### src/shared/gfe_pkg.sv
/*
 * gfe_pkg: constants, register map and carrier types for the gpi and
 * fan error status bank.
 * Assumes an APB master with 32-bit data and byte addressing.
 */
package gfe_pkg;

    localparam int unsigned GPI_N  = 8;
    localparam int unsigned FAN_N  = 4;
    localparam int unsigned FLAG_N = GPI_N + FAN_N;
    localparam int unsigned TACH_W = 16;
    localparam int unsigned ADDR_W = 12;

    ////////////////////////////////////////////////////////////////////////
    // register indices; byte address is four times the index
    localparam logic [7:0] IDX_GPI_FLAGS = 8'h46;
    localparam logic [7:0] IDX_FAN_FLAGS = 8'h47;
    localparam logic [7:0] IDX_GPI_MASK  = 8'h60;
    localparam logic [7:0] IDX_SLP_STATE = 8'h61;
    localparam logic [7:0] IDX_SLP_M_S1  = 8'h62;
    localparam logic [7:0] IDX_SLP_M_S3  = 8'h63;
    localparam logic [7:0] IDX_SLP_M_S45 = 8'h64;
    localparam logic [7:0] IDX_IRQ_MASK  = 8'h65;
    localparam logic [7:0] IDX_TACH_LIM0 = 8'h68;

    ////////////////////////////////////////////////////////////////////////
    // reset values
    localparam logic [GPI_N-1:0]  RST_GPI_FLAGS = 8'h00;
    localparam logic [FAN_N-1:0]  RST_FAN_FLAGS = 4'h0;
    localparam logic [GPI_N-1:0]  RST_GPI_MASK  = 8'h00;
    localparam logic [FLAG_N-1:0] RST_SLP_MASK  = 12'h000;
    localparam logic [FLAG_N-1:0] RST_IRQ_MASK  = 12'h000;
    localparam logic [TACH_W-1:0] RST_TACH_LIM  = 16'hffff;

    ////////////////////////////////////////////////////////////////////////
    // sleep masking per state; layout {fan[3:0], gpi[7:0]}
    localparam logic [FLAG_N-1:0] OPT_S1  = 12'hfff;
    localparam logic [FLAG_N-1:0] OPT_S3  = 12'hfff;
    localparam logic [FLAG_N-1:0] OPT_S45 = 12'h021;
    localparam logic [FLAG_N-1:0] FIX_S45 = 12'hfde;

    typedef enum logic [1:0] {
        GFE_S0  = 2'h0,
        GFE_S1  = 2'h1,
        GFE_S3  = 2'h2,
        GFE_S45 = 2'h3
    } gfe_sleep_t;

    localparam gfe_sleep_t RST_SLP_STATE = GFE_S0;

    typedef logic [FAN_N-1:0][TACH_W-1:0] gfe_tach_t;

    typedef struct packed {
        logic              psel;
        logic              penable;
        logic              pwrite;
        logic [ADDR_W-1:0] paddr;
        logic [31:0]       pwdata;
    } gfe_apb_req_t;

    typedef struct packed {
        logic        pready;
        logic        pslverr;
        logic [31:0] prdata;
    } gfe_apb_rsp_t;

endpackage

### src/rtl/gfe_sync.sv
/*
 * gfe_sync: two-flop synchroniser for a vector of pin levels.
 * Assumes each bit is an independent slow level.
 */
`timescale 1ns/1ns
module gfe_sync
    import gfe_pkg::*;
#(
    parameter int unsigned W = 1
)(
    // clock and reset
    input  wire logic         core_clk_i,
    input  wire logic         rst_n_i,
    input  wire logic         ce_i,
    // levels
    input  wire logic [W-1:0] async_i,
    output logic      [W-1:0] sync_o
);
    logic [W-1:0] meta_q;

    // pins idle high, so reset to high to avoid a false low event
    always_ff @(posedge core_clk_i or negedge rst_n_i)
    begin
        if (!rst_n_i)
        begin
            meta_q <= '1;
            sync_o <= '1;
        end
        else if (ce_i)
        begin
            meta_q <= async_i;
            sync_o <= meta_q;
        end
    end
endmodule

### src/rtl/gfe_flag_reg.sv
/*
 * gfe_flag_reg: sticky write-one-to-clear flag vector.
 * Assumes event and suppress are from the same clock domain.
 */
`timescale 1ns/1ns
module gfe_flag_reg
    import gfe_pkg::*;
#(
    parameter int unsigned  N   = 8,
    parameter logic [N-1:0] RST = '0
)(
    // clock and reset
    input  wire logic         core_clk_i,
    input  wire logic         rst_n_i,
    input  wire logic         ce_i,
    // events
    input  wire logic [N-1:0] event_i,
    input  wire logic [N-1:0] suppress_i,
    // software clear
    input  wire logic         clr_wr_i,
    input  wire logic [N-1:0] clr_data_i,
    output logic      [N-1:0] flags_o
);
    logic [N-1:0] set_v;
    logic [N-1:0] clr_v;

    assign set_v = event_i & ~suppress_i;
    assign clr_v = clr_wr_i ? clr_data_i : '0;

    // a set in the clearing cycle wins so no event is lost
    always_ff @(posedge core_clk_i or negedge rst_n_i)
    begin
        if (!rst_n_i)
            flags_o <= RST;
        else if (ce_i)
            flags_o <= (flags_o & ~clr_v) | set_v;
    end

    a_set_wins_clr: assert property (@(posedge core_clk_i)
        disable iff (!rst_n_i)
        ce_i |=> ((flags_o & $past(set_v)) == $past(set_v)))
        else $error("flag event lost");

    a_clear_only_one: assert property (@(posedge core_clk_i)
        disable iff (!rst_n_i)
        ce_i |=> ((~flags_o & $past(flags_o) & ~$past(clr_v)) == '0))
        else $error("flag dropped without a one written");

    a_clear_takes: assert property (@(posedge core_clk_i)
        disable iff (!rst_n_i)
        (ce_i && clr_wr_i && (clr_data_i & ~set_v) != '0)
        |=> ((flags_o & $past(clr_data_i & ~set_v)) == '0))
        else $error("written one did not clear flag");
endmodule

### src/rtl/gfe_top.sv
/*
 * gfe_top: gpi and fan error status bank with APB slave, input mask,
 * tach limits, sleep-state masking and one masked interrupt line.
 * Assumes tach counts come from same-clock logic; pins are asynchronous.
 */
// The implementer's own choice: the APB slave port.
`timescale 1ns/1ns
module gfe_top
    import gfe_pkg::*;
(
    // clock and reset
    input  wire logic              core_clk_i,
    input  wire logic              rst_n_i,
    input  wire logic              ce_i,
    // register bus
    input  wire gfe_apb_req_t      apb_req_i,
    output gfe_apb_rsp_t           apb_rsp_o,
    // monitored inputs
    input  wire logic [GPI_N-1:0]  gpi_pin_i,
    input  wire gfe_tach_t         tach_count_i,
    // interrupt
    output logic                   irq_o
);

    ////////////////////////////////////////////////////////////////////////
    // bus decode

    logic [7:0]  idx;
    logic        setup;
    logic        access;
    logic        phase_q;
    logic        hit;
    logic        wr_en;
    logic [31:0] wdat;
    logic [31:0] rd_d;
    logic [31:0] prdata_q;
    logic        pslverr_q;

    assign idx    = apb_req_i.paddr[9:2];
    assign setup  = apb_req_i.psel && !apb_req_i.penable;
    assign access = apb_req_i.psel && apb_req_i.penable && phase_q;
    assign wdat   = apb_req_i.pwdata;

    // only word-aligned hits in the low 1 KiB window are mapped
    always_comb
    begin
        hit = 1'b0;
        if (apb_req_i.paddr[1:0] == 2'h0
            && apb_req_i.paddr[ADDR_W-1:10] == '0)
        begin
            case (idx)
                IDX_GPI_FLAGS,
                IDX_FAN_FLAGS,
                IDX_GPI_MASK,
                IDX_SLP_STATE,
                IDX_SLP_M_S1,
                IDX_SLP_M_S3,
                IDX_SLP_M_S45,
                IDX_IRQ_MASK:  hit = 1'b1;
                default:       hit = (idx[7:2] == IDX_TACH_LIM0[7:2]);
            endcase
        end
    end

    assign wr_en = access && ce_i && apb_req_i.pwrite && !pslverr_q;

    ////////////////////////////////////////////////////////////////////////
    // software registers

    logic [GPI_N-1:0]  gpi_mask_q;
    gfe_sleep_t        slp_state_q;
    logic [FLAG_N-1:0] slp_m_s1_q;
    logic [FLAG_N-1:0] slp_m_s3_q;
    logic [FLAG_N-1:0] slp_m_s45_q;
    logic [FLAG_N-1:0] irq_mask_q;
    gfe_tach_t         tach_lim_q;

    always_ff @(posedge core_clk_i or negedge rst_n_i)
    begin
        if (!rst_n_i)
        begin
            gpi_mask_q  <= RST_GPI_MASK;
            slp_state_q <= RST_SLP_STATE;
            slp_m_s1_q  <= RST_SLP_MASK;
            slp_m_s3_q  <= RST_SLP_MASK;
            slp_m_s45_q <= RST_SLP_MASK;
            irq_mask_q  <= RST_IRQ_MASK;
        end
        else if (wr_en)
        begin
            case (idx)
                IDX_GPI_MASK:  gpi_mask_q  <= wdat[GPI_N-1:0];
                IDX_SLP_STATE: slp_state_q <= gfe_sleep_t'(wdat[1:0]);
                IDX_SLP_M_S1:  slp_m_s1_q  <= wdat[FLAG_N-1:0];
                IDX_SLP_M_S3:  slp_m_s3_q  <= wdat[FLAG_N-1:0];
                IDX_SLP_M_S45: slp_m_s45_q <= wdat[FLAG_N-1:0];
                IDX_IRQ_MASK:  irq_mask_q  <= wdat[FLAG_N-1:0];
                default:       ;
            endcase
        end
    end

    always_ff @(posedge core_clk_i or negedge rst_n_i)
    begin
        if (!rst_n_i)
            tach_lim_q <= {FAN_N{RST_TACH_LIM}};
        else if (wr_en && idx[7:2] == IDX_TACH_LIM0[7:2])
            tach_lim_q[idx[1:0]] <= wdat[TACH_W-1:0];
    end

    ////////////////////////////////////////////////////////////////////////
    // events and suppression

    logic [GPI_N-1:0]  gpi_s;
    logic [GPI_N-1:0]  gpi_evt;
    logic [FAN_N-1:0]  fan_evt;
    logic [FLAG_N-1:0] slp_sup;
    logic [GPI_N-1:0]  gpi_sup;

    gfe_sync #(
        .W          (GPI_N)
    ) u_gpi_sync (
        .core_clk_i (core_clk_i),
        .rst_n_i    (rst_n_i),
        .ce_i       (ce_i),
        .async_i    (gpi_pin_i),
        .sync_o     (gpi_s)
    );

    assign gpi_evt = ~gpi_s;
    assign gpi_sup = gpi_mask_q | slp_sup[GPI_N-1:0];

    // larger count means a slower fan
    always_comb
    begin
        for (int k = 0; k < FAN_N; k++)
            fan_evt[k] = tach_count_i[k] > tach_lim_q[k];
    end

    // starred states suppress only if selected; plain states always do
    always_comb
    begin
        case (slp_state_q)
            GFE_S0:  slp_sup = '0;
            GFE_S1:  slp_sup = OPT_S1 & slp_m_s1_q;
            GFE_S3:  slp_sup = OPT_S3 & slp_m_s3_q;
            GFE_S45: slp_sup = FIX_S45 | (OPT_S45 & slp_m_s45_q);
            default: slp_sup = '0;
        endcase
    end

    ////////////////////////////////////////////////////////////////////////
    // sticky flags

    logic [GPI_N-1:0] gpi_flags_q;
    logic [FAN_N-1:0] fan_flags_q;

    gfe_flag_reg #(
        .N          (GPI_N),
        .RST        (RST_GPI_FLAGS)
    ) u_gpi_flags (
        .core_clk_i (core_clk_i),
        .rst_n_i    (rst_n_i),
        .ce_i       (ce_i),
        .event_i    (gpi_evt),
        .suppress_i (gpi_sup),
        .clr_wr_i   (wr_en && idx == IDX_GPI_FLAGS),
        .clr_data_i (wdat[GPI_N-1:0]),
        .flags_o    (gpi_flags_q)
    );

    // reserved bits 31:4 are never written, so they cannot clear anything
    gfe_flag_reg #(
        .N          (FAN_N),
        .RST        (RST_FAN_FLAGS)
    ) u_fan_flags (
        .core_clk_i (core_clk_i),
        .rst_n_i    (rst_n_i),
        .ce_i       (ce_i),
        .event_i    (fan_evt),
        .suppress_i (slp_sup[FLAG_N-1:GPI_N]),
        .clr_wr_i   (wr_en && idx == IDX_FAN_FLAGS),
        .clr_data_i (wdat[FAN_N-1:0]),
        .flags_o    (fan_flags_q)
    );

    assign irq_o = |({fan_flags_q, gpi_flags_q} & irq_mask_q);

    ////////////////////////////////////////////////////////////////////////
    // read mux and response

    always_comb
    begin
        rd_d = 32'h0000_0000;
        case (idx)
            IDX_GPI_FLAGS: rd_d[GPI_N-1:0]  = gpi_flags_q;
            IDX_FAN_FLAGS: rd_d[FAN_N-1:0]  = fan_flags_q;
            IDX_GPI_MASK:  rd_d[GPI_N-1:0]  = gpi_mask_q;
            IDX_SLP_STATE: rd_d[1:0]        = slp_state_q;
            IDX_SLP_M_S1:  rd_d[FLAG_N-1:0] = slp_m_s1_q;
            IDX_SLP_M_S3:  rd_d[FLAG_N-1:0] = slp_m_s3_q;
            IDX_SLP_M_S45: rd_d[FLAG_N-1:0] = slp_m_s45_q;
            IDX_IRQ_MASK:  rd_d[FLAG_N-1:0] = irq_mask_q;
            default:
            begin
                if (idx[7:2] == IDX_TACH_LIM0[7:2])
                    rd_d[TACH_W-1:0] = tach_lim_q[idx[1:0]];
            end
        endcase
        if (!hit)
            rd_d = 32'h0000_0000;
    end

    // read data sampled in setup so it comes from a flop in access;
    // a setup edge lost to a low enable is taken at the next live edge
    always_ff @(posedge core_clk_i or negedge rst_n_i)
    begin
        if (!rst_n_i)
        begin
            phase_q   <= 1'b0;
            prdata_q  <= 32'h0000_0000;
            pslverr_q <= 1'b0;
        end
        else if (ce_i)
        begin
            if (apb_req_i.psel && !phase_q)
            begin
                phase_q   <= 1'b1;
                prdata_q  <= apb_req_i.pwrite ? 32'h0000_0000 : rd_d;
                pslverr_q <= !hit;
            end
            else if (access)
                phase_q <= 1'b0;
        end
    end

    assign apb_rsp_o.pready  = access && ce_i;
    assign apb_rsp_o.pslverr = access && ce_i && pslverr_q;
    assign apb_rsp_o.prdata  = prdata_q;

    ////////////////////////////////////////////////////////////////////////
    // checks

    a_gpi_low_sets: assert property (@(posedge core_clk_i)
        disable iff (!rst_n_i)
        (ce_i && (~gpi_s & ~gpi_sup) != '0)
        |=> ((gpi_flags_q & $past(~gpi_s & ~gpi_sup))
             == $past(~gpi_s & ~gpi_sup)))
        else $error("low input pin did not set its flag");

    a_gpi_mask_holds: assert property (@(posedge core_clk_i)
        disable iff (!rst_n_i)
        ce_i |=> ((gpi_flags_q & ~$past(gpi_flags_q)
                   & $past(gpi_mask_q)) == '0))
        else $error("masked input pin set its flag");

    a_fan_slow_sets: assert property (@(posedge core_clk_i)
        disable iff (!rst_n_i)
        (ce_i && (fan_evt & ~slp_sup[FLAG_N-1:GPI_N]) != '0)
        |=> ((fan_flags_q & $past(fan_evt & ~slp_sup[FLAG_N-1:GPI_N]))
             == $past(fan_evt & ~slp_sup[FLAG_N-1:GPI_N])))
        else $error("slow fan did not set its flag");

    a_fan_rsvd_zero: assert property (@(posedge core_clk_i)
        disable iff (!rst_n_i)
        (apb_rsp_o.pready && !apb_req_i.pwrite
         && idx == IDX_FAN_FLAGS)
        |-> (apb_rsp_o.prdata[31:FAN_N] == '0))
        else $error("fan reserved bits read nonzero");

    a_sleep_blocks: assert property (@(posedge core_clk_i)
        disable iff (!rst_n_i)
        ce_i |=> (({fan_flags_q, gpi_flags_q}
                   & ~$past({fan_flags_q, gpi_flags_q})
                   & $past(slp_sup)) == '0))
        else $error("flag set in a suppressed sleep state");

    a_sleep_s0_open: assert property (@(posedge core_clk_i)
        disable iff (!rst_n_i)
        (slp_state_q == GFE_S0) |-> (slp_sup == '0))
        else $error("sleep masking active in working state");

    a_w1c_gpi: assert property (@(posedge core_clk_i)
        disable iff (!rst_n_i)
        (wr_en && idx == IDX_GPI_FLAGS && wdat[GPI_N-1:0] == '0)
        |=> ((gpi_flags_q & $past(gpi_flags_q)) == $past(gpi_flags_q)))
        else $error("zero write cleared an input flag");

    a_apb_one_wait: assert property (@(posedge core_clk_i)
        disable iff (!rst_n_i)
        (setup && ce_i) ##1 (apb_req_i.psel && apb_req_i.penable && ce_i)
        |-> apb_rsp_o.pready)
        else $error("access phase not answered at once");

    a_ce_freeze: assert property (@(posedge core_clk_i)
        disable iff (!rst_n_i)
        !ce_i |=> ({fan_flags_q, gpi_flags_q}
                   == $past({fan_flags_q, gpi_flags_q})))
        else $error("flags moved while clock enable low");

    a_w1c_fan: assert property (@(posedge core_clk_i)
        disable iff (!rst_n_i)
        (wr_en && idx == IDX_FAN_FLAGS && wdat[FAN_N-1:0] == '0)
        |=> ((fan_flags_q & $past(fan_flags_q)) == $past(fan_flags_q)))
        else $error("zero or reserved write cleared a fan flag");

endmodule

### config.mk
export PLATFORM = sky130hd
export DESIGN_NAME = gfe_top
export DESIGN_NICKNAME = d
export VERILOG_FILES = /design/src/shared/gfe_pkg.sv /design/src/rtl/gfe_sync.sv /design/src/rtl/gfe_flag_reg.sv /design/src/rtl/gfe_top.sv
export SDC_FILE = /design/constraint.sdc
export NUM_CORES = 1
export LEC_CHECK = 0
export BUFFER_PORTS_ARGS = -buffer_cell sky130_fd_sc_hd__buf_4
export CAP_MARGIN = 10
export CORE_MARGIN = 2
export CORE_UTILIZATION = 55
export DETAILED_ROUTE_END_ITERATION = 12
export PLACE_DENSITY = 0.82
export SYNTH_ARGS = -nofsm -noshare
export SYNTH_HDL_FRONTEND = slang
export SYNTH_SLANG_ARGS = --single-unit
### constraint.sdc
create_clock -name core_clk_i -period 3.5 [get_ports core_clk_i]
set_input_delay 0.7 -clock core_clk_i [delete_from_list [all_inputs] [get_ports core_clk_i]]
set_output_delay 0.7 -clock core_clk_i [all_outputs]
set_load 0.005 [all_outputs]
# Yosys cells after proc, flatten, opt, wreduce, memory -nomap -nowiden
# Cells that the tools add are included.
op_classes:
  n_lt_le_gt_ge: 6
  n_eq_ne: 12
  n_mux: 20
  n_bitwise: 13
  reduce_logical: 31
op_table:
  columns: ["cell", "count"]
  rows:
  - ["$bwmux W64", 1]
  - ["$eq A8 B7 Y1 const B", 8]
  - ["$gt A16 B16 Y1", 4]
  - ["$mux W16", 4]
  - ["$pmux W12 S4", 1]
  - ["$bmux W16 S2", 1]
  - ["$demux W16 S2", 1]
  - ["$mux W32", 1]
  - ["$pmux W2 S8", 2]
  - ["$pmux W4 S7", 1]
  - ["$not A8 Y8", 3]
  - ["$pmux W4 S5", 1]
  - ["$and A8 B8 Y8", 2]
  - ["$or A8 B8 Y8", 2]
  - ["$reduce_and A2 Y1", 8]
  - ["$and A12 B12 Y12", 1]
  - ["$logic_and A1 B1 Y1", 12]
  - ["$reduce_or A12 Y1", 1]
  - ["$and A4 B4 Y4", 2]
  - ["$mux W4", 2]
  - ["$mux W8", 1]
  - ["$not A4 Y4", 2]
  - ["$reduce_or A8 Y1", 1]
  - ["$eq A6 B5 Y1 const B", 1]
  - ["11 further kinds", 19]
totals:
  reg_bits: 184
  input_bits: 122

# Logic depth before layout (Yosys ltp)
logic_depth:
  word_depth: 10
  ltp_mapped: 8
  depth_no_buf: 7

# By module
# A second synthesis with hierarchy kept.
unflattened:
  cells_unflattened: 877
  area_unflattened_um2: 10099.7
by_module_without_submodules:
  columns: ["module", "n_inst", "cells_each", "area_each_um2", "seq_area_each_um2"]
  rows:
  - ["gfe_top", 1, 791, 8836.0, 3583.4]
  - ["gfe_sync", 1, 34, 669.4, 420.4]
  - ["gfe_flag_reg at u_gpi_flags", 1, 35, 412.9, 200.2]
  - ["gfe_flag_reg at u_fan_flags", 1, 17, 181.4, 100.1]

# Least setup slack after synthesis
# No wires, ideal clock.
synth_path:
  path_kind: "input to register"
  startpoint: "input apb_req_i[34] in the netlist's numbering"
  endpoint: "register prdata_q[12]"
  setup_time_ns: 0.122
  arrival_time_ns: 2.158
  required_time_ns: 3.378
  setup_slack_ns: 1.220
  stages: 6
  cell_sequence: "buf_2 buf_2 buf_2 buf_2 mux4_2 a32o_1"
synth_via:
  elab_chain_cells: 6
  elab_cells_between_ends: 17
  cone_classes: "eq/ne (8); mux (8); reduce/logical (1)"
synth_rtl:
  columns: ["item", "line", "text"]
  rows:
  - ["start, declared", "gfe_top.sv:16", "input wire gfe_apb_req_t apb_req_i,"]
  - ["$eq A8 B7 Y1 or $bmux W16 S2 (tied branches)", "gfe_top.sv:51, gfe_top.sv:195, gfe_top.sv:207", null]
  - ["$reduce_or A8 Y1 (no line) or $mux W16 (tied branches)", null, null]
  - ["$mux W1 or $mux W16 (tied branches)", "gfe_top.sv:51, gfe_top.sv:206", null]
  - ["$mux W1 or $mux W4 (tied branches)", "gfe_top.sv:48, gfe_top.sv:195", null]
  - ["$mux W16 (*)", "gfe_top.sv:210", "if (!hit)"]
  - ["$mux W32 (*)", "gfe_top.sv:229", "prdata_q <= apb_req_i.pwrite ? 32'h0000_0000 : rd_d;"]
  - ["end signal, assigned", "gfe_top.sv:229", null]
  - ["end, declared", "gfe_top.sv:36", "logic [31:0] prdata_q;"]
# Mark *: on every way between the ends. The rest lies on a longest branch, timed or not. The select of a mux whose other input is x is not followed.
# A chain may end at the register's enable or synchronous reset.

# Worst setup path in the final report
layout_path:
  startpoint: "register tach_lim_q[30] in the netlist's numbering"
  endpoint: "register u_fan_flags.flags_o[1]"
layout_via:
  elab_chain_cells: 3
layout_rtl:
  columns: ["item", "line", "text"]
  rows:
  - ["start, declared", "gfe_top.sv:76", "gfe_tach_t tach_lim_q;"]
  - ["start signal, assigned", "gfe_top.sv:106", "tach_lim_q <= {FAN_N{RST_TACH_LIM}};"]
  - ["start signal, assigned by index", "gfe_top.sv:108", "tach_lim_q[idx[1:0]] <= wdat[TACH_W-1:0];"]
  - ["$gt A16 B16 Y1", "gfe_top.sv:137", "fan_evt[k] = tach_count_i[k] > tach_lim_q[k];"]
  - ["$and A4 B4 Y4", "gfe_flag_reg.sv:27", "assign set_v = event_i & ~suppress_i;"]
  - ["$or A4 B4 Y4", "gfe_flag_reg.sv:36", "flags_o <= (flags_o & ~clr_v) | set_v;"]
  - ["end signal, assigned", "gfe_flag_reg.sv:36", null]
  - ["end, declared", "gfe_flag_reg.sv:22", "output logic [N-1:0] flags_o"]
# Every way passes these cells.

==> run metrics <==
synthesized flop and latch total ~170; I/O pin count ~160; Max IR drop VDD approximately 0.37 mV; Clk Latency, worst-skew pair ~0.43 ns; Cells after DPL approximately 1200; Detailed Route WL between 20 and 30 mm; root buffer cell clkbuf_16; die width 137.7 um; P&R area growth vs syn 17.09%; clock skew between 0.006 and 0.007 ns; status finished clean; core area about 17000 um^2; cell row count 48; CTS tree done; largest net degree at the start of global routing 71; Setup Fix Bufs, Post-CTS 0; Finished Layout Cells 1227; PwrDens between 300 and 400 nW/um^2; CTS Sinks 168; Fill cells 1310; synthesized area per cell 11.24 um^2; drt first-iter violations 660; grt total ovfl 0; fin. max-slew vios 0; vias in the first global route ~7700; Die H 137.7 um; clock-pin slew on the worst setup and hold paths 0.06 ns; XOR/XNOR Fraction of Synth Area 0.08904%; drc violations 0; Final HPWL DP between 15 and 20 mm; HP Class in -> async; total number of yosys warnings 0; worst r2r src tach_lim_q[30]$_DFFE_PN1P_; Final ANT Viol Nets 0; crit path max fanout 3; full die area around 19000 um^2; Ant. Diodes 0; Synth Instances 875; Setup TNS 0 ns; Initial Utilization a little under three fifths; H-Tree Depth 4; clk buf depth 2; vias between 7000 and 8000; WL/cell between 20 and 25 um; mux cell area share after synthesis 19.84%; main flop type after synthesis dfrtp_1; hold buffer count at cts 0; Post-synth EDFFs 0; Compound-Gate Fraction of Synth Area 12.05%; routed vias/inst a little over 6; RSZ-0062 raised after global routing false; MaxCap Viol Count 0; commonest non-fill, non-tap cells in the layout buf_4 (145), mux2_2 (126), dfrtp_1 (88); Final nets about 1200; Critical Path RT around 3.8 ns; most common cell after layout, fill and taps aside buf_4; Worst Max-Slew Pin Slew approximately 0.91 ns; Seq/Total Area, Yosys between 40% and 50%; Post-Synth Adder-Cell Area 8.140%; Yosys cell types between 60 and 70; synthesized area 9837 um^2; # resized after CTS 0; GRT Overall Usage between 20% and 30%; share of layout cells above drive strength 1 between 40% and 50%; Setup CP Type reg -> reg; CP Launch Type flop; Critical path origin tach_lim_q[30]$_DFFE_PN1P_; Reg2Reg Capture Point u_fan_flags.flags_o[1]$_DFFE_PN0P_; fin crit share about four fifths; endpoint type of the worst setup path flop; first-pass GRT wire length 41.95 mm; Leak roughly 5.3 nW; final hold vios 0; final setup violation count 0; FMAX around 360 MHz; register area 4304 um^2; Async S/R FF share, synth between 90% and 100%; critical path arrival 3.09 ns; cts bufs inserted 17; RePlAce Congestion roughly 0.94; Tmin final between 2 and 3 ns; R2R cell count 7; PortBufs 124; Critical Path End u_fan_flags.flags_o[1]$_DFFE_PN0P_; largest family of logic cells by synthesized area multiplexers; initial antenna violation count 0; Multi-input gate area about 5000 um^2; 1st-pass router iterations 6; Simple-Gate Fraction of Synth Area roughly a tenth; max_slew headroom between 30% and 40%; reg2reg setup slack around 0.73 ns
==> Yosys cell counts, types with 6 or more instances <==
| master | n | area [um^2] |
|---|---|---|
| a211oi_1 | 6 | 45.04 |
| a21o_1 | 13 | 97.59 |
| a21oi_1 | 34 | 170.2 |
| a221o_1 | 7 | 70.07 |
| a221oi_1 | 6 | 52.55 |
| a22o_1 | 6 | 52.55 |
| a32o_1 | 13 | 130.1 |
| and2_1 | 12 | 75.07 |
| buf_2 | 21 | 105.1 |
| buf_4 | 20 | 150.1 |
| clkbuf_1 | 23 | 86.33 |
| dfrtp_1 | 88 | 2202 |
| dfstp_2 | 80 | 2102 |
| ha_1 | 64 | 800.8 |
| inv_1 | 71 | 266.5 |
| mux2_2 | 126 | 1419 |
| mux2i_1 | 15 | 150.1 |
| mux4_2 | 16 | 360.4 |
| nand2_1 | 71 | 266.5 |
| nand3_1 | 13 | 65.06 |
| nand4_1 | 18 | 112.6 |
| nor2_1 | 12 | 45.04 |
| nor4_1 | 6 | 37.54 |
| o21ai_0 | 44 | 220.2 |
| o21ai_1 | 8 | 40.04 |
| o221ai_1 | 7 | 61.31 |
==> flip-flops by register name (all words and copies together), names as in the netlist <==
name,cells
slp_m_s1_q,12
pslverr_q,1
irq_mask_q,12
slp_m_s3_q,12
phase_q,1
u_gpi_flags.flags_o,8
u_fan_flags.flags_o,4
slp_m_s45_q,12
slp_state_q,2
gpi_mask_q,8
prdata_q,16
u_gpi_sync.sync_o,8
tach_lim_q,64
u_gpi_sync.meta_q,8
==> metrics by stage <==
stage               hold WS (ns)  util [%]  instance area, um^2  setup WS, ns  power, mW
finish                    0.2749     66.14                11520        0.7300      4.292
global route              0.3213     66.14                11520        0.6990      4.422
CTS                       0.2842     66.14                11520        0.8736      4.299
detailed placement        0.4693     62.87                10950        0.6786      2.499
global placement          0.4746     62.87                10950        0.7358      2.485
floorplan                 0.4044         -                 9893         1.220      2.280
==> worst max-delay path, cell delays in order, from the launching register on <==
cell     delay (ns)
dfstp_2        0.55
inv_1          0.06
ha_1           0.31
nand4_1        0.27
nor4_1         0.75
inv_1          0.17
o311a_1        0.39
a22o_1         0.18
==> worst min path at each step <==
stage	endpoint	cells past startpoint
final	prdata_q[9]$_DFFE_PN0P_	1
after global routing	prdata_q[8]$_DFFE_PN0P_	1
after CTS	prdata_q[8]$_DFFE_PN0P_	1
after detailed placement	prdata_q[8]$_DFFE_PN0P_	2
after global placement	prdata_q[7]$_DFFE_PN0P_	2
after floorplan	gpi_mask_q[0]$_DFFE_PN0P_	0
==> cells by family after synthesis <==
family	Yosys count
AO/OA/AOI/OAI	174
adder cells (fa/ha/maj)	64
buffers and inverters	138
XOR/XNOR	1
flip-flops	168
AND/OR/NAND/NOR	170
other	1
multiplexers	159
==> metal layers <==
| metal | wire length [um] | track usage, % | part of all wire (%) | up-vias |
|---|---|---|---|---|
| met5 | 0 | 0 | 0 | - |
| met4 | 1060 | 13.44 | 3.9 | 0 |
| met3 | 2195 | 5.740 | 8.1 | 85 |
| met2 | 12870 | 47.35 | 47 | 374 |
| met1 | 11100 | 39.96 | 41 | 3791 |
| li1 | - | - | - | 3402 |
==> where the power goes <==
group | internal, mW | total [mW] | switching (mW)
sequential | 2.00 | 2.03 | 0.0268
combinational | 0.202 | 0.445 | 0.243
clock | 1.04 | 1.82 | 0.776
==> layout make-up <==
class	instances	share of cell area, %
Timing Repair Buffer	147	9.722
Sequential cell	168	37.37
Tap cell	225	2.444
Clock buffer	22	4.128
Multi-Input combinational cell	584	43.22
Inverter	71	2.314
Clock inverter	10	0.8038
(Power assumes the default switching activity.)
